File: src/core/cio_defs.svh
/*
  Constants for the configurable I/O port block: register map, field masks,
  reset values and per-port capability masks.
  Assumes inclusion by bare name from every core file that needs them.
*/
// Notes on behaviour
// PLD output tri-states when its enable term is off and direction bit is 0.
// Software keeps direction 0 on any pin used as a PLD input.
// Address drives a pin when enable term is on, or direction and mode both 1.
// Software sets address-output mode at run time through mode and direction.
// Address pins: low nibble carries address 3..0, high nibble carries 7..4.
// Buffer-enable bit 1 turns the whole first port into the data bus buffer.
// Peripheral buffer drives only while a peripheral select is active.
// Select equations should include program-store strobe to avoid data space.
// Mode bit 0 is processor I/O, 1 is address output; first two ports only.
// Direction bit 1 is output, 0 is input; all pins reset to input.
// Output enable is direction bit OR enable term.
// Register bit n controls pin n of the same port.
// All configuration registers reset to zero.
// Processor writes and reads back configuration registers at fixed offsets.
// Drive bit 1 makes an open-drain capable pin open-drain; default push-pull.
// Drive bit 1 selects fast slew on slew pins; default slow.
// Fourth port direction register keeps only its two pin bits.
// Third port takes cell outputs on pins 2,3,4,7; address only on ports 0,1.
// Processor I/O drives data-out register; inputs read through data-in.
// Open-drain pin drives low on 0 and floats on 1 or when disabled.
`ifndef CIO_DEFS_SVH
`define CIO_DEFS_SVH

`define CIO_NPORTS 4
`define CIO_RST_VAL 8'h00
`define CIO_ZERO 8'h00

// Register kind lives in address bits 7..4, port index in bits 1..0
`define CIO_KIND_DATA_IN 4'h0
`define CIO_KIND_DATA_OUT 4'h1
`define CIO_KIND_MODE 4'h2
`define CIO_KIND_DIR 4'h3
`define CIO_KIND_DRIVE 4'h4
`define CIO_KIND_ENABLE_OUT 4'h5
`define CIO_PAD_BITS 2'h0

// Address fields: register kind, padding that must be zero, port index
`define CIO_KIND_FIELD 7:4
`define CIO_PAD_FIELD 3:2
`define CIO_PORT_FIELD 1:0

// Capability masks per port index 0..3
`define CIO_MODE_MASK {8'h00, 8'h00, 8'hFF, 8'hFF}
`define CIO_DIR_MASK {8'h06, 8'hFF, 8'hFF, 8'hFF}
`define CIO_OD_MASK {8'h00, 8'hFF, 8'hF0, 8'hF0}
`define CIO_SLEW_MASK {8'h06, 8'h00, 8'h0F, 8'h0F}
`define CIO_PLD_MASK {8'h06, 8'h9C, 8'hFF, 8'hFF}
`define CIO_PIN_MASK {8'h06, 8'hFF, 8'hFF, 8'hFF}

`endif

File: src/core/cio_pkg.sv
/*
  Types shared by the configurable I/O port block.
  Assumes cio_defs.svh supplies the numeric constants.
*/
package cio_pkg;

  // Configuration and data-out registers of one port
  typedef struct packed {
    logic [7:0] mode;
    logic [7:0] dir;
    logic [7:0] drive;
    logic [7:0] dout;
  } cio_cfg_s;

  // Pad-facing signals of one port
  typedef struct packed {
    logic [7:0] out;
    logic [7:0] oe;
    logic [7:0] fast;
  } cio_pins_s;

  // Programmable-logic hookup of one port, fixed by configuration
  typedef struct packed {
    logic [7:0] sel;
    logic [7:0] data;
    logic [7:0] oe_term;
  } cio_pld_s;

  // Per-port write strobes, one per writable register
  typedef struct packed {
    logic mode;
    logic dir;
    logic drive;
    logic dout;
  } cio_wr_s;

endpackage : cio_pkg

File: src/core/cio_port_top.sv
/*
  Four-port configurable I/O block: register decode and readback, pin input
  synchronisers, peripheral data buffer on the first port, and one register
  set plus one pin cell per port.
  Assumes the processor bus gives one-cycle read and write strobes on clock,
  and that pin levels arrive asynchronously.
*/
`timescale 1ns/1ps
`default_nettype none
`include "cio_defs.svh"

module cio_port_top
  import cio_pkg::*;
(
  input wire logic clock,
  input wire logic reset_n,
  input wire logic [7:0] cpu_addr,
  input wire logic [7:0] cpu_wdata,
  input wire logic cpu_wr_strobe,
  input wire logic cpu_rd_strobe,
  output logic [7:0] cpu_rdata,
  output logic cpu_rdata_valid,
  input wire logic [7:0] addr_latched,
  input wire logic peripheral_buffer_bit,
  input wire logic peripheral_select_zero,
  input wire logic peripheral_select_one,
  input wire logic [7:0] periph_cpu_data,
  input wire logic periph_cpu_read,
  output logic [7:0] periph_rdata,
  input wire cio_pld_s pld_cfg [0:3],
  input wire logic [7:0] pin_in [0:3],
  output cio_pins_s pins [0:3]
);

  localparam logic [31:0] MODE_MASK = `CIO_MODE_MASK;
  localparam logic [31:0] DIR_MASK = `CIO_DIR_MASK;
  localparam logic [31:0] OD_MASK = `CIO_OD_MASK;
  localparam logic [31:0] SLEW_MASK = `CIO_SLEW_MASK;
  localparam logic [31:0] PLD_MASK = `CIO_PLD_MASK;
  localparam logic [31:0] PIN_MASK = `CIO_PIN_MASK;

  ////////////////////////////////////////////////////////////////////////////
  // Address decode: kind in the upper nibble, port in the low two bits
  wire logic [3:0] kind;
  wire logic [1:0] port_idx;
  wire logic pad_ok;
  wire logic hit_data_in;
  wire logic hit_data_out;
  wire logic hit_mode;
  wire logic hit_dir;
  wire logic hit_drive;
  wire logic hit_enable_out;
  wire logic hit_any;

  assign kind = cpu_addr[`CIO_KIND_FIELD];
  assign port_idx = cpu_addr[`CIO_PORT_FIELD];
  assign pad_ok = (cpu_addr[`CIO_PAD_FIELD] == `CIO_PAD_BITS);
  assign hit_data_in = pad_ok & (kind == `CIO_KIND_DATA_IN);
  assign hit_data_out = pad_ok & (kind == `CIO_KIND_DATA_OUT);
  assign hit_mode = pad_ok & (kind == `CIO_KIND_MODE);
  assign hit_dir = pad_ok & (kind == `CIO_KIND_DIR);
  assign hit_drive = pad_ok & (kind == `CIO_KIND_DRIVE);
  assign hit_enable_out = pad_ok & (kind == `CIO_KIND_ENABLE_OUT);
  assign hit_any = hit_data_in | hit_data_out | hit_mode | hit_dir |
                   hit_drive | hit_enable_out;

  ////////////////////////////////////////////////////////////////////////////
  // Peripheral buffer control on the first port
  wire logic sel_any;
  wire logic periph_oe;

  assign sel_any = peripheral_select_zero | peripheral_select_one;
  // drive only while selected
  // relies on selects already qualified by the program-store strobe
  assign periph_oe = sel_any & ~periph_cpu_read;

  ////////////////////////////////////////////////////////////////////////////
  // Per-port storage, drivers and input synchronisers
  cio_cfg_s cfg [0:3];
  logic [7:0] sync1_q [0:3];
  logic [7:0] sync2_q [0:3];
  logic [7:0] sync3_q [0:3];
  logic [7:0] pin_stable_q [0:3];
  logic [7:0] rd_data_in [0:3];
  logic [7:0] rd_data_out [0:3];
  logic [7:0] rd_mode [0:3];
  logic [7:0] rd_dir [0:3];
  logic [7:0] rd_drive [0:3];
  logic [7:0] rd_enable_out [0:3];

  genvar p;
  generate
    for (p = 0; p < `CIO_NPORTS; p++) begin : g_port
      wire logic this_port;
      wire cio_wr_s wr;
      wire logic port_periph_en;

      assign this_port = (port_idx == p[1:0]);
      // write strobes per register
      assign wr.mode = cpu_wr_strobe & this_port & hit_mode;
      assign wr.dir = cpu_wr_strobe & this_port & hit_dir;
      assign wr.drive = cpu_wr_strobe & this_port & hit_drive;
      assign wr.dout = cpu_wr_strobe & this_port & hit_data_out;

      cio_cfg_regs #(
        .MODE_MASK(MODE_MASK[p*8 +: 8]),
        .DIR_MASK(DIR_MASK[p*8 +: 8])
      ) u_regs (
        .clock(clock),
        .reset_n(reset_n),
        .wr(wr),
        .wdata(cpu_wdata),
        .cfg(cfg[p])
      );

      // whole first port becomes the buffer
      assign port_periph_en = (p == 0) ? peripheral_buffer_bit : 1'b0;

      cio_pin_cell #(
        .MODE_MASK(MODE_MASK[p*8 +: 8]),
        .OD_MASK(OD_MASK[p*8 +: 8]),
        .SLEW_MASK(SLEW_MASK[p*8 +: 8]),
        .PLD_MASK(PLD_MASK[p*8 +: 8]),
        .PIN_MASK(PIN_MASK[p*8 +: 8])
      ) u_pins (
        .cfg(cfg[p]),
        .pld(pld_cfg[p]),
        .addr_bits(addr_latched),
        .periph_en(port_periph_en),
        .periph_oe(periph_oe),
        .periph_data(periph_cpu_data),
        .pins(pins[p])
      );

      // Three-stage synchroniser; a change counts once stages two and three agree,
      // which rejects a single-cycle glitch at the cost of one extra cycle
      always_ff @(posedge clock or negedge reset_n) begin
        if (!reset_n) begin
          sync1_q[p] <= `CIO_ZERO;
          sync2_q[p] <= `CIO_ZERO;
          sync3_q[p] <= `CIO_ZERO;
        end else begin
          sync1_q[p] <= pin_in[p];
          sync2_q[p] <= sync1_q[p];
          sync3_q[p] <= sync2_q[p];
        end
      end

      // Accepted level per bit
      for (genvar b = 0; b < 8; b++) begin : g_bit
        always_ff @(posedge clock or negedge reset_n) begin
          if (!reset_n) begin
            pin_stable_q[p][b] <= 1'b0;
          end else if (sync2_q[p][b] == sync3_q[p][b]) begin
            pin_stable_q[p][b] <= sync3_q[p][b];
          end
        end
      end

      // Readback sources; absent pins read zero in data-in, direction and enable-out, and absent mode registers read zero
      // data-in reads pin level
      assign rd_data_in[p] = pin_stable_q[p] & PIN_MASK[p*8 +: 8];
      assign rd_data_out[p] = cfg[p].dout;
      assign rd_mode[p] = cfg[p].mode;
      assign rd_dir[p] = cfg[p].dir;
      assign rd_drive[p] = cfg[p].drive;
      assign rd_enable_out[p] = pins[p].oe;
    end
  endgenerate

  ////////////////////////////////////////////////////////////////////////////
  // Read selection; unmapped addresses return zero
  wire logic [7:0] rd_sel;

  // readback mux
  assign rd_sel = !hit_any ? `CIO_ZERO :
                  hit_data_in ? rd_data_in[port_idx] :
                  hit_data_out ? rd_data_out[port_idx] :
                  hit_mode ? rd_mode[port_idx] :
                  hit_dir ? rd_dir[port_idx] :
                  hit_drive ? rd_drive[port_idx] : rd_enable_out[port_idx];

  // Read data registered; valid pulses the cycle after the strobe
  always_ff @(posedge clock or negedge reset_n) begin
    if (!reset_n) begin
      cpu_rdata <= `CIO_ZERO;
      cpu_rdata_valid <= 1'b0;
    end else begin
      cpu_rdata_valid <= cpu_rd_strobe;
      if (cpu_rd_strobe) begin
        cpu_rdata <= rd_sel;
      end
    end
  end

  ////////////////////////////////////////////////////////////////////////////
  // Peripheral read path: first-port pins captured while the CPU reads
  // inbound buffer direction
  always_ff @(posedge clock or negedge reset_n) begin
    if (!reset_n) begin
      periph_rdata <= `CIO_ZERO;
    end else if (peripheral_buffer_bit & sel_any & periph_cpu_read) begin
      periph_rdata <= pin_stable_q[0];
    end
  end

endmodule : cio_port_top

`default_nettype wire

File: src/core/cio_cfg_regs.sv
/*
  Configuration register set of one port: mode, direction, drive, data out.
  Assumes one-cycle write strobes from the top-level decoder.
*/
`timescale 1ns/1ps
`default_nettype none
`include "cio_defs.svh"

module cio_cfg_regs
  import cio_pkg::*;
#(
  parameter logic [7:0] MODE_MASK = 8'hFF,
  parameter logic [7:0] DIR_MASK = 8'hFF
) (
  input wire logic clock,
  input wire logic reset_n,
  input wire cio_wr_s wr,
  input wire logic [7:0] wdata,
  output cio_cfg_s cfg
);

  cio_cfg_s cfg_q;
  cio_cfg_s cfg_d;

  ////////////////////////////////////////////////////////////////////////////
  // Next values; unimplemented mode and direction bits stay zero so reads show them as zero
  // mode only where capable
  // direction mask
  always_comb begin
    cfg_d = cfg_q;
    if (wr.mode) begin
      cfg_d.mode = wdata & MODE_MASK;
    end
    if (wr.dir) begin
      cfg_d.dir = wdata & DIR_MASK;
    end
    if (wr.drive) begin
      cfg_d.drive = wdata;
    end
    if (wr.dout) begin
      cfg_d.dout = wdata;
    end
  end

  // reset to zero
  always_ff @(posedge clock or negedge reset_n) begin
    if (!reset_n) begin
      cfg_q <= {`CIO_RST_VAL, `CIO_RST_VAL, `CIO_RST_VAL, `CIO_RST_VAL};
    end else begin
      cfg_q <= cfg_d;
    end
  end

  assign cfg = cfg_q;

endmodule : cio_cfg_regs

`default_nettype wire

File: src/core/cio_pin_cell.sv
/*
  Output multiplexer and driver control for the eight pins of one port.
  Assumes registered configuration and a stable programmable-logic hookup.
*/
`timescale 1ns/1ps
`default_nettype none
`include "cio_defs.svh"

module cio_pin_cell
  import cio_pkg::*;
#(
  parameter logic [7:0] MODE_MASK = 8'hFF,
  parameter logic [7:0] OD_MASK = 8'h00,
  parameter logic [7:0] SLEW_MASK = 8'h00,
  parameter logic [7:0] PLD_MASK = 8'hFF,
  parameter logic [7:0] PIN_MASK = 8'hFF
) (
  input wire cio_cfg_s cfg,
  input wire cio_pld_s pld,
  input wire logic [7:0] addr_bits,
  input wire logic periph_en,
  input wire logic periph_oe,
  input wire logic [7:0] periph_data,
  output cio_pins_s pins
);

  ////////////////////////////////////////////////////////////////////////////
  // One slice per pin; bit i of every register steers pin i
  // bit per pin
  genvar i;
  generate
    for (i = 0; i < 8; i++) begin : g_pin
      wire logic pld_use;
      wire logic addr_use;
      wire logic src;
      wire logic oe_raw;
      wire logic od;
      // cell outputs only on capable pins
      assign pld_use = pld.sel[i] & PLD_MASK[i];
      // mode bit picks address
      assign addr_use = cfg.mode[i] & MODE_MASK[i];
      // source priority
      assign src = periph_en ? periph_data[i] :
                   pld_use ? pld.data[i] :
                   addr_use ? addr_bits[i] : cfg.dout[i];
      // enable is OR of terms
      assign oe_raw = PIN_MASK[i] &
                      (periph_en ? periph_oe : (cfg.dir[i] | pld.oe_term[i]));
      // open-drain select
      assign od = cfg.drive[i] & OD_MASK[i];
      // open-drain pulls low only
      assign pins.out[i] = od ? 1'b0 : src;
      assign pins.oe[i] = od ? (oe_raw & ~src) : oe_raw;
      // fast slew select
      assign pins.fast[i] = cfg.drive[i] & SLEW_MASK[i];
    end
  endgenerate

endmodule : cio_pin_cell

`default_nettype wire

File: config.mk
export PLATFORM = sky130hd
export DESIGN_NAME = cio_port_top
export DESIGN_NICKNAME = d
export VERILOG_FILES = /design/src/core/cio_pkg.sv /design/src/core/cio_port_top.sv /design/src/core/cio_cfg_regs.sv /design/src/core/cio_pin_cell.sv
export VERILOG_INCLUDE_DIRS = /design/src /design/src/core
export SDC_FILE = /design/constraint.sdc
export NUM_CORES = 1
export LEC_CHECK = 0
export ABC_AREA = 1
export BUFFER_PORTS_ARGS = -buffer_cell sky130_fd_sc_hd__buf_2
export CAP_MARGIN = 20
export CORE_AREA = 2 2 159 145
export CTS_BUF_LIST = sky130_fd_sc_hd__clkbuf_16
export CTS_CLUSTER_SIZE = 30
export DETAILED_ROUTE_END_ITERATION = 12
export DIE_AREA = 0 0 161 147
export GPL_TIMING_DRIVEN = 0
export PLACE_DENSITY_LB_ADDON = 0.15
export SETUP_SLACK_MARGIN = 0.15
export SLEW_MARGIN = 20
export SYNTH_ARGS = -nofsm -noshare
export SYNTH_HDL_FRONTEND = slang
export SYNTH_HIERARCHICAL = 1
export SYNTH_SLANG_ARGS = --single-unit
export TNS_END_PERCENT = 10
File: constraint.sdc
create_clock -name clock -period 2.1 [get_ports clock]
set_clock_uncertainty 0.15 [all_clocks]
set_input_delay 0.42 -clock clock [delete_from_list [all_inputs] [get_ports clock]]
set_output_delay 0.42 -clock clock [all_outputs]
set_load 0.005 [all_outputs]
==> metrics.md <==
| Metric | Value |
|---|---|
| Status | `finished, violations left` |
| Failing checks | `negative setup slack` |
| Reg2reg start | `g_port[0].u_regs/cfg[22]` |
| Worst Setup SP | `g_port[0].u_regs/cfg[30]` |
| Logic pwr share | `about 16%` |
| Final setup viols | `8` |
| Reg power frac | `between 40% and 50%` |
| First-pass iteration count of the detailed router | `5` |
| Final net count | `roughly 2000` |
| Via density | `between 5 and 6` |
| Metal2 WL | `roughly 17000 microns` |
| Most frequent cells in the layout | `nand2_1 (516), dfrtp_1 (213), buf_2 (205), nor2_1 (154), buf_4 (105)` |
| DP Area | `13400 sq um` |
| Clk Latency, worst-skew pair | `0.54 ns` |
| IO Port Bufs | `between 200 and 250` |
| Core Util, Final | `68.2%` |
| GP Congestion | `0.960` |
| Final period util | `105%` |
| Pin count of the biggest net entering global routing | `slightly above 90` |
| Worst setup EP type | `output pin` |
| Vias in the first global route | `around 10000` |
| RSZ-0062 raised after global routing | `true` |
| NetSw | `between 2 and 3 mW` |
| CTS tree | `done` |
| Max-cap violations | `0` |
| Critical Path AT | `between 1.5 and 2 ns` |
| Setup TNS | `-0.430 ns` |
| # H-tree levels | `1` |
| Final Hold Viols | `0` |
| Fillers | `between 1500 and 2000` |
| Met1 WL | `approximately 17000 microns` |
| Iter 0 DRT Violations | `1185` |
| Post-route setup slack | `-0.108 ns` |
| Highest routed layer | `met4` |
| Gate Count Post-Synth | `approximately 1500` |
| Via count | `approximately 11000` |
| HPWL after DPL | `28400 microns` |
| Clock sinks | `227` |
| LEAKAGE | `8.21 nW` |
| P per Cell Area | `~740 nW/um^2` |
| Setup crit start kind | `register` |
| Placed insts | `around 2000` |
| Full die area | `23700 sq um` |
| Core Region | `roughly 22000 sq um` |
| Avg Cell Area, Syn | `8.03 sq um` |
| Fmax | `between 0.4 and 0.5 GHz` |
| Worst Hold Class | `primary input to register` |
| Required time worst endpoint | `1.53 ns` |
| Clk network pwr share | `between 40% and 50%` |
| Total gr overflow | `0` |
| Starting density of the core | `approximately 53%` |
| Reg-to-reg slack, setup | `approximately 0.020 ns` |
| Setup CP Type | `register to output pin` |
| First-pass GRT wire length | `between 50000 and 60000 microns` |
| Commonest non-fill, non-tap cell in the layout | `nand2_1` |
| DRT antenna net count | `0` |
| Worst-path fanout max | `4` |
| N_diodes | `0` |
| Routed WL | `approximately 40000 microns` |
| Relative max-transition margin | `about half` |
| Slew @ Worst Pin | `0.776 ns` |
| Mapped cell area | `11700 sq um` |
| Pint | `slightly above 8 mW` |
| Hold path start | `cpu_wdata[4]` |
| Clock slew seen by the registers of the worst setup and hold paths | `~0.07 ns` |
| CTS max path bufs | `3` |
| Area Growth Syn to Fin | `28.5%` |
| Die Wd | `~160 microns` |
| Peak supply drop | `about 520 uV` |
| YS warnings | `6` |
| Post-Layout Cell Count | `about 2100` |
| Die height | `around 150 microns` |
| TritonCTS Buffers | `24` |
| Final Cell Area | `15100 sq um` |
| Min Tclk post-route | `around 2.2 ns` |
| Drt wl/cell | `approximately 19 microns` |
| Setup WS pre-CTS | `-0.615 ns` |
| Sw Share | `about a quarter` |
| Final Slew Violations | `0` |
| Overall Global Routing Usage | `roughly a third` |
| Met3 routed wirelength | `roughly 4400 microns` |
| Antenna violations before repair | `0` |
| I/O pins | `~280` |
| # rows | `52` |
| DRC viols | `0` |
| Share of cells above drive strength 1 | `between 30% and 40%` |
| Clock Tree Root | `clkbuf_16` |
-- path summary, 6_finish.rpt --
check,to,cells past startpoint
worst min register to register,sync2_q[21],0
worst min-delay path,g_port[3].u_regs/cfg[4],3
worst max register to register,cpu_rdata[6],13
min in group asynchronous,g_port[1].u_regs/cfg[11],2
worst max-delay path,pins[86],6
max in group asynchronous,g_port[1].u_regs/cfg[1],3
-- power groups by stage --
stage	sequential (mW)	combinational [mW]	clock, mW
after floorplan	4.84	0.847	0
after global placement	4.90	1.47	0
after detailed placement	4.91	1.51	0
after CTS	4.84	1.62	4.67
after global routing	4.87	1.88	4.86
final	4.84	1.74	4.64
-- registers in the layout (all words and copies together), names as in the netlist --
signal             count
g_port.u_regs/cfg    106
periph_rdata           8
sync3_q               26
pin_stable_q          26
cpu_rdata_valid        1
sync1_q               26
cpu_rdata              8
sync2_q               26
-- what timing repair did --
action / 4_1_cts / 5_1_grt
endpoints found under the setup margin: 60 / 87
endpoints found under the hold margin: 79 / 0
gates resized for setup: 71 / 52
pin swaps: 61 / 76
hold buffers: 28 / 0
setup buffers: 11 / 9
-- stage by stage --
| stage | hold slack, ns | power [mW] |
|---|---|---|
| 2_1_floorplan | -0.0256 | 5.69 |
| 3_3_place_gp | 0.182 | 6.37 |
| 3_5_place_dp | 0.185 | 6.41 |
| 4_1_cts | 0.117 | 11.1 |
| 5_1_grt | 0.138 | 11.6 |
| 6_report | 0.145 | 11.2 |
-- worst max-delay path, stage by stage, from the launching register on --
cell,delay [ns]
dfrtp_2,0.47
nand2_2,0.07
nand3_1,0.07
nand2_1,0.09
nand2_1,0.09
a21oi_2,0.18
buf_2,0.14
-- layout make-up --
class | count | area [sq um] | share of cell area [%]
buffer | 131 | 1090 | 7.21
clock buffer | 24 | 601 | 3.98
clock inverter | 20 | 262 | 1.73
inverter | 121 | 467 | 3.09
multi-input combinational | 1028 | 4880 | 32.4
sequential | 227 | 5700 | 37.8
tap | 297 | 372 | 2.46
timing repair buffer | 268 | 1720 | 11.4
-- metal layers --
metal  track usage [%]  up-vias
met3              5.65       76
met2              49.1      595
met1              49.3     5206
met5                 0        -
li1                  -     5127
met4              9.64        0
Note: power is estimated with default switching activity, not from simulation.
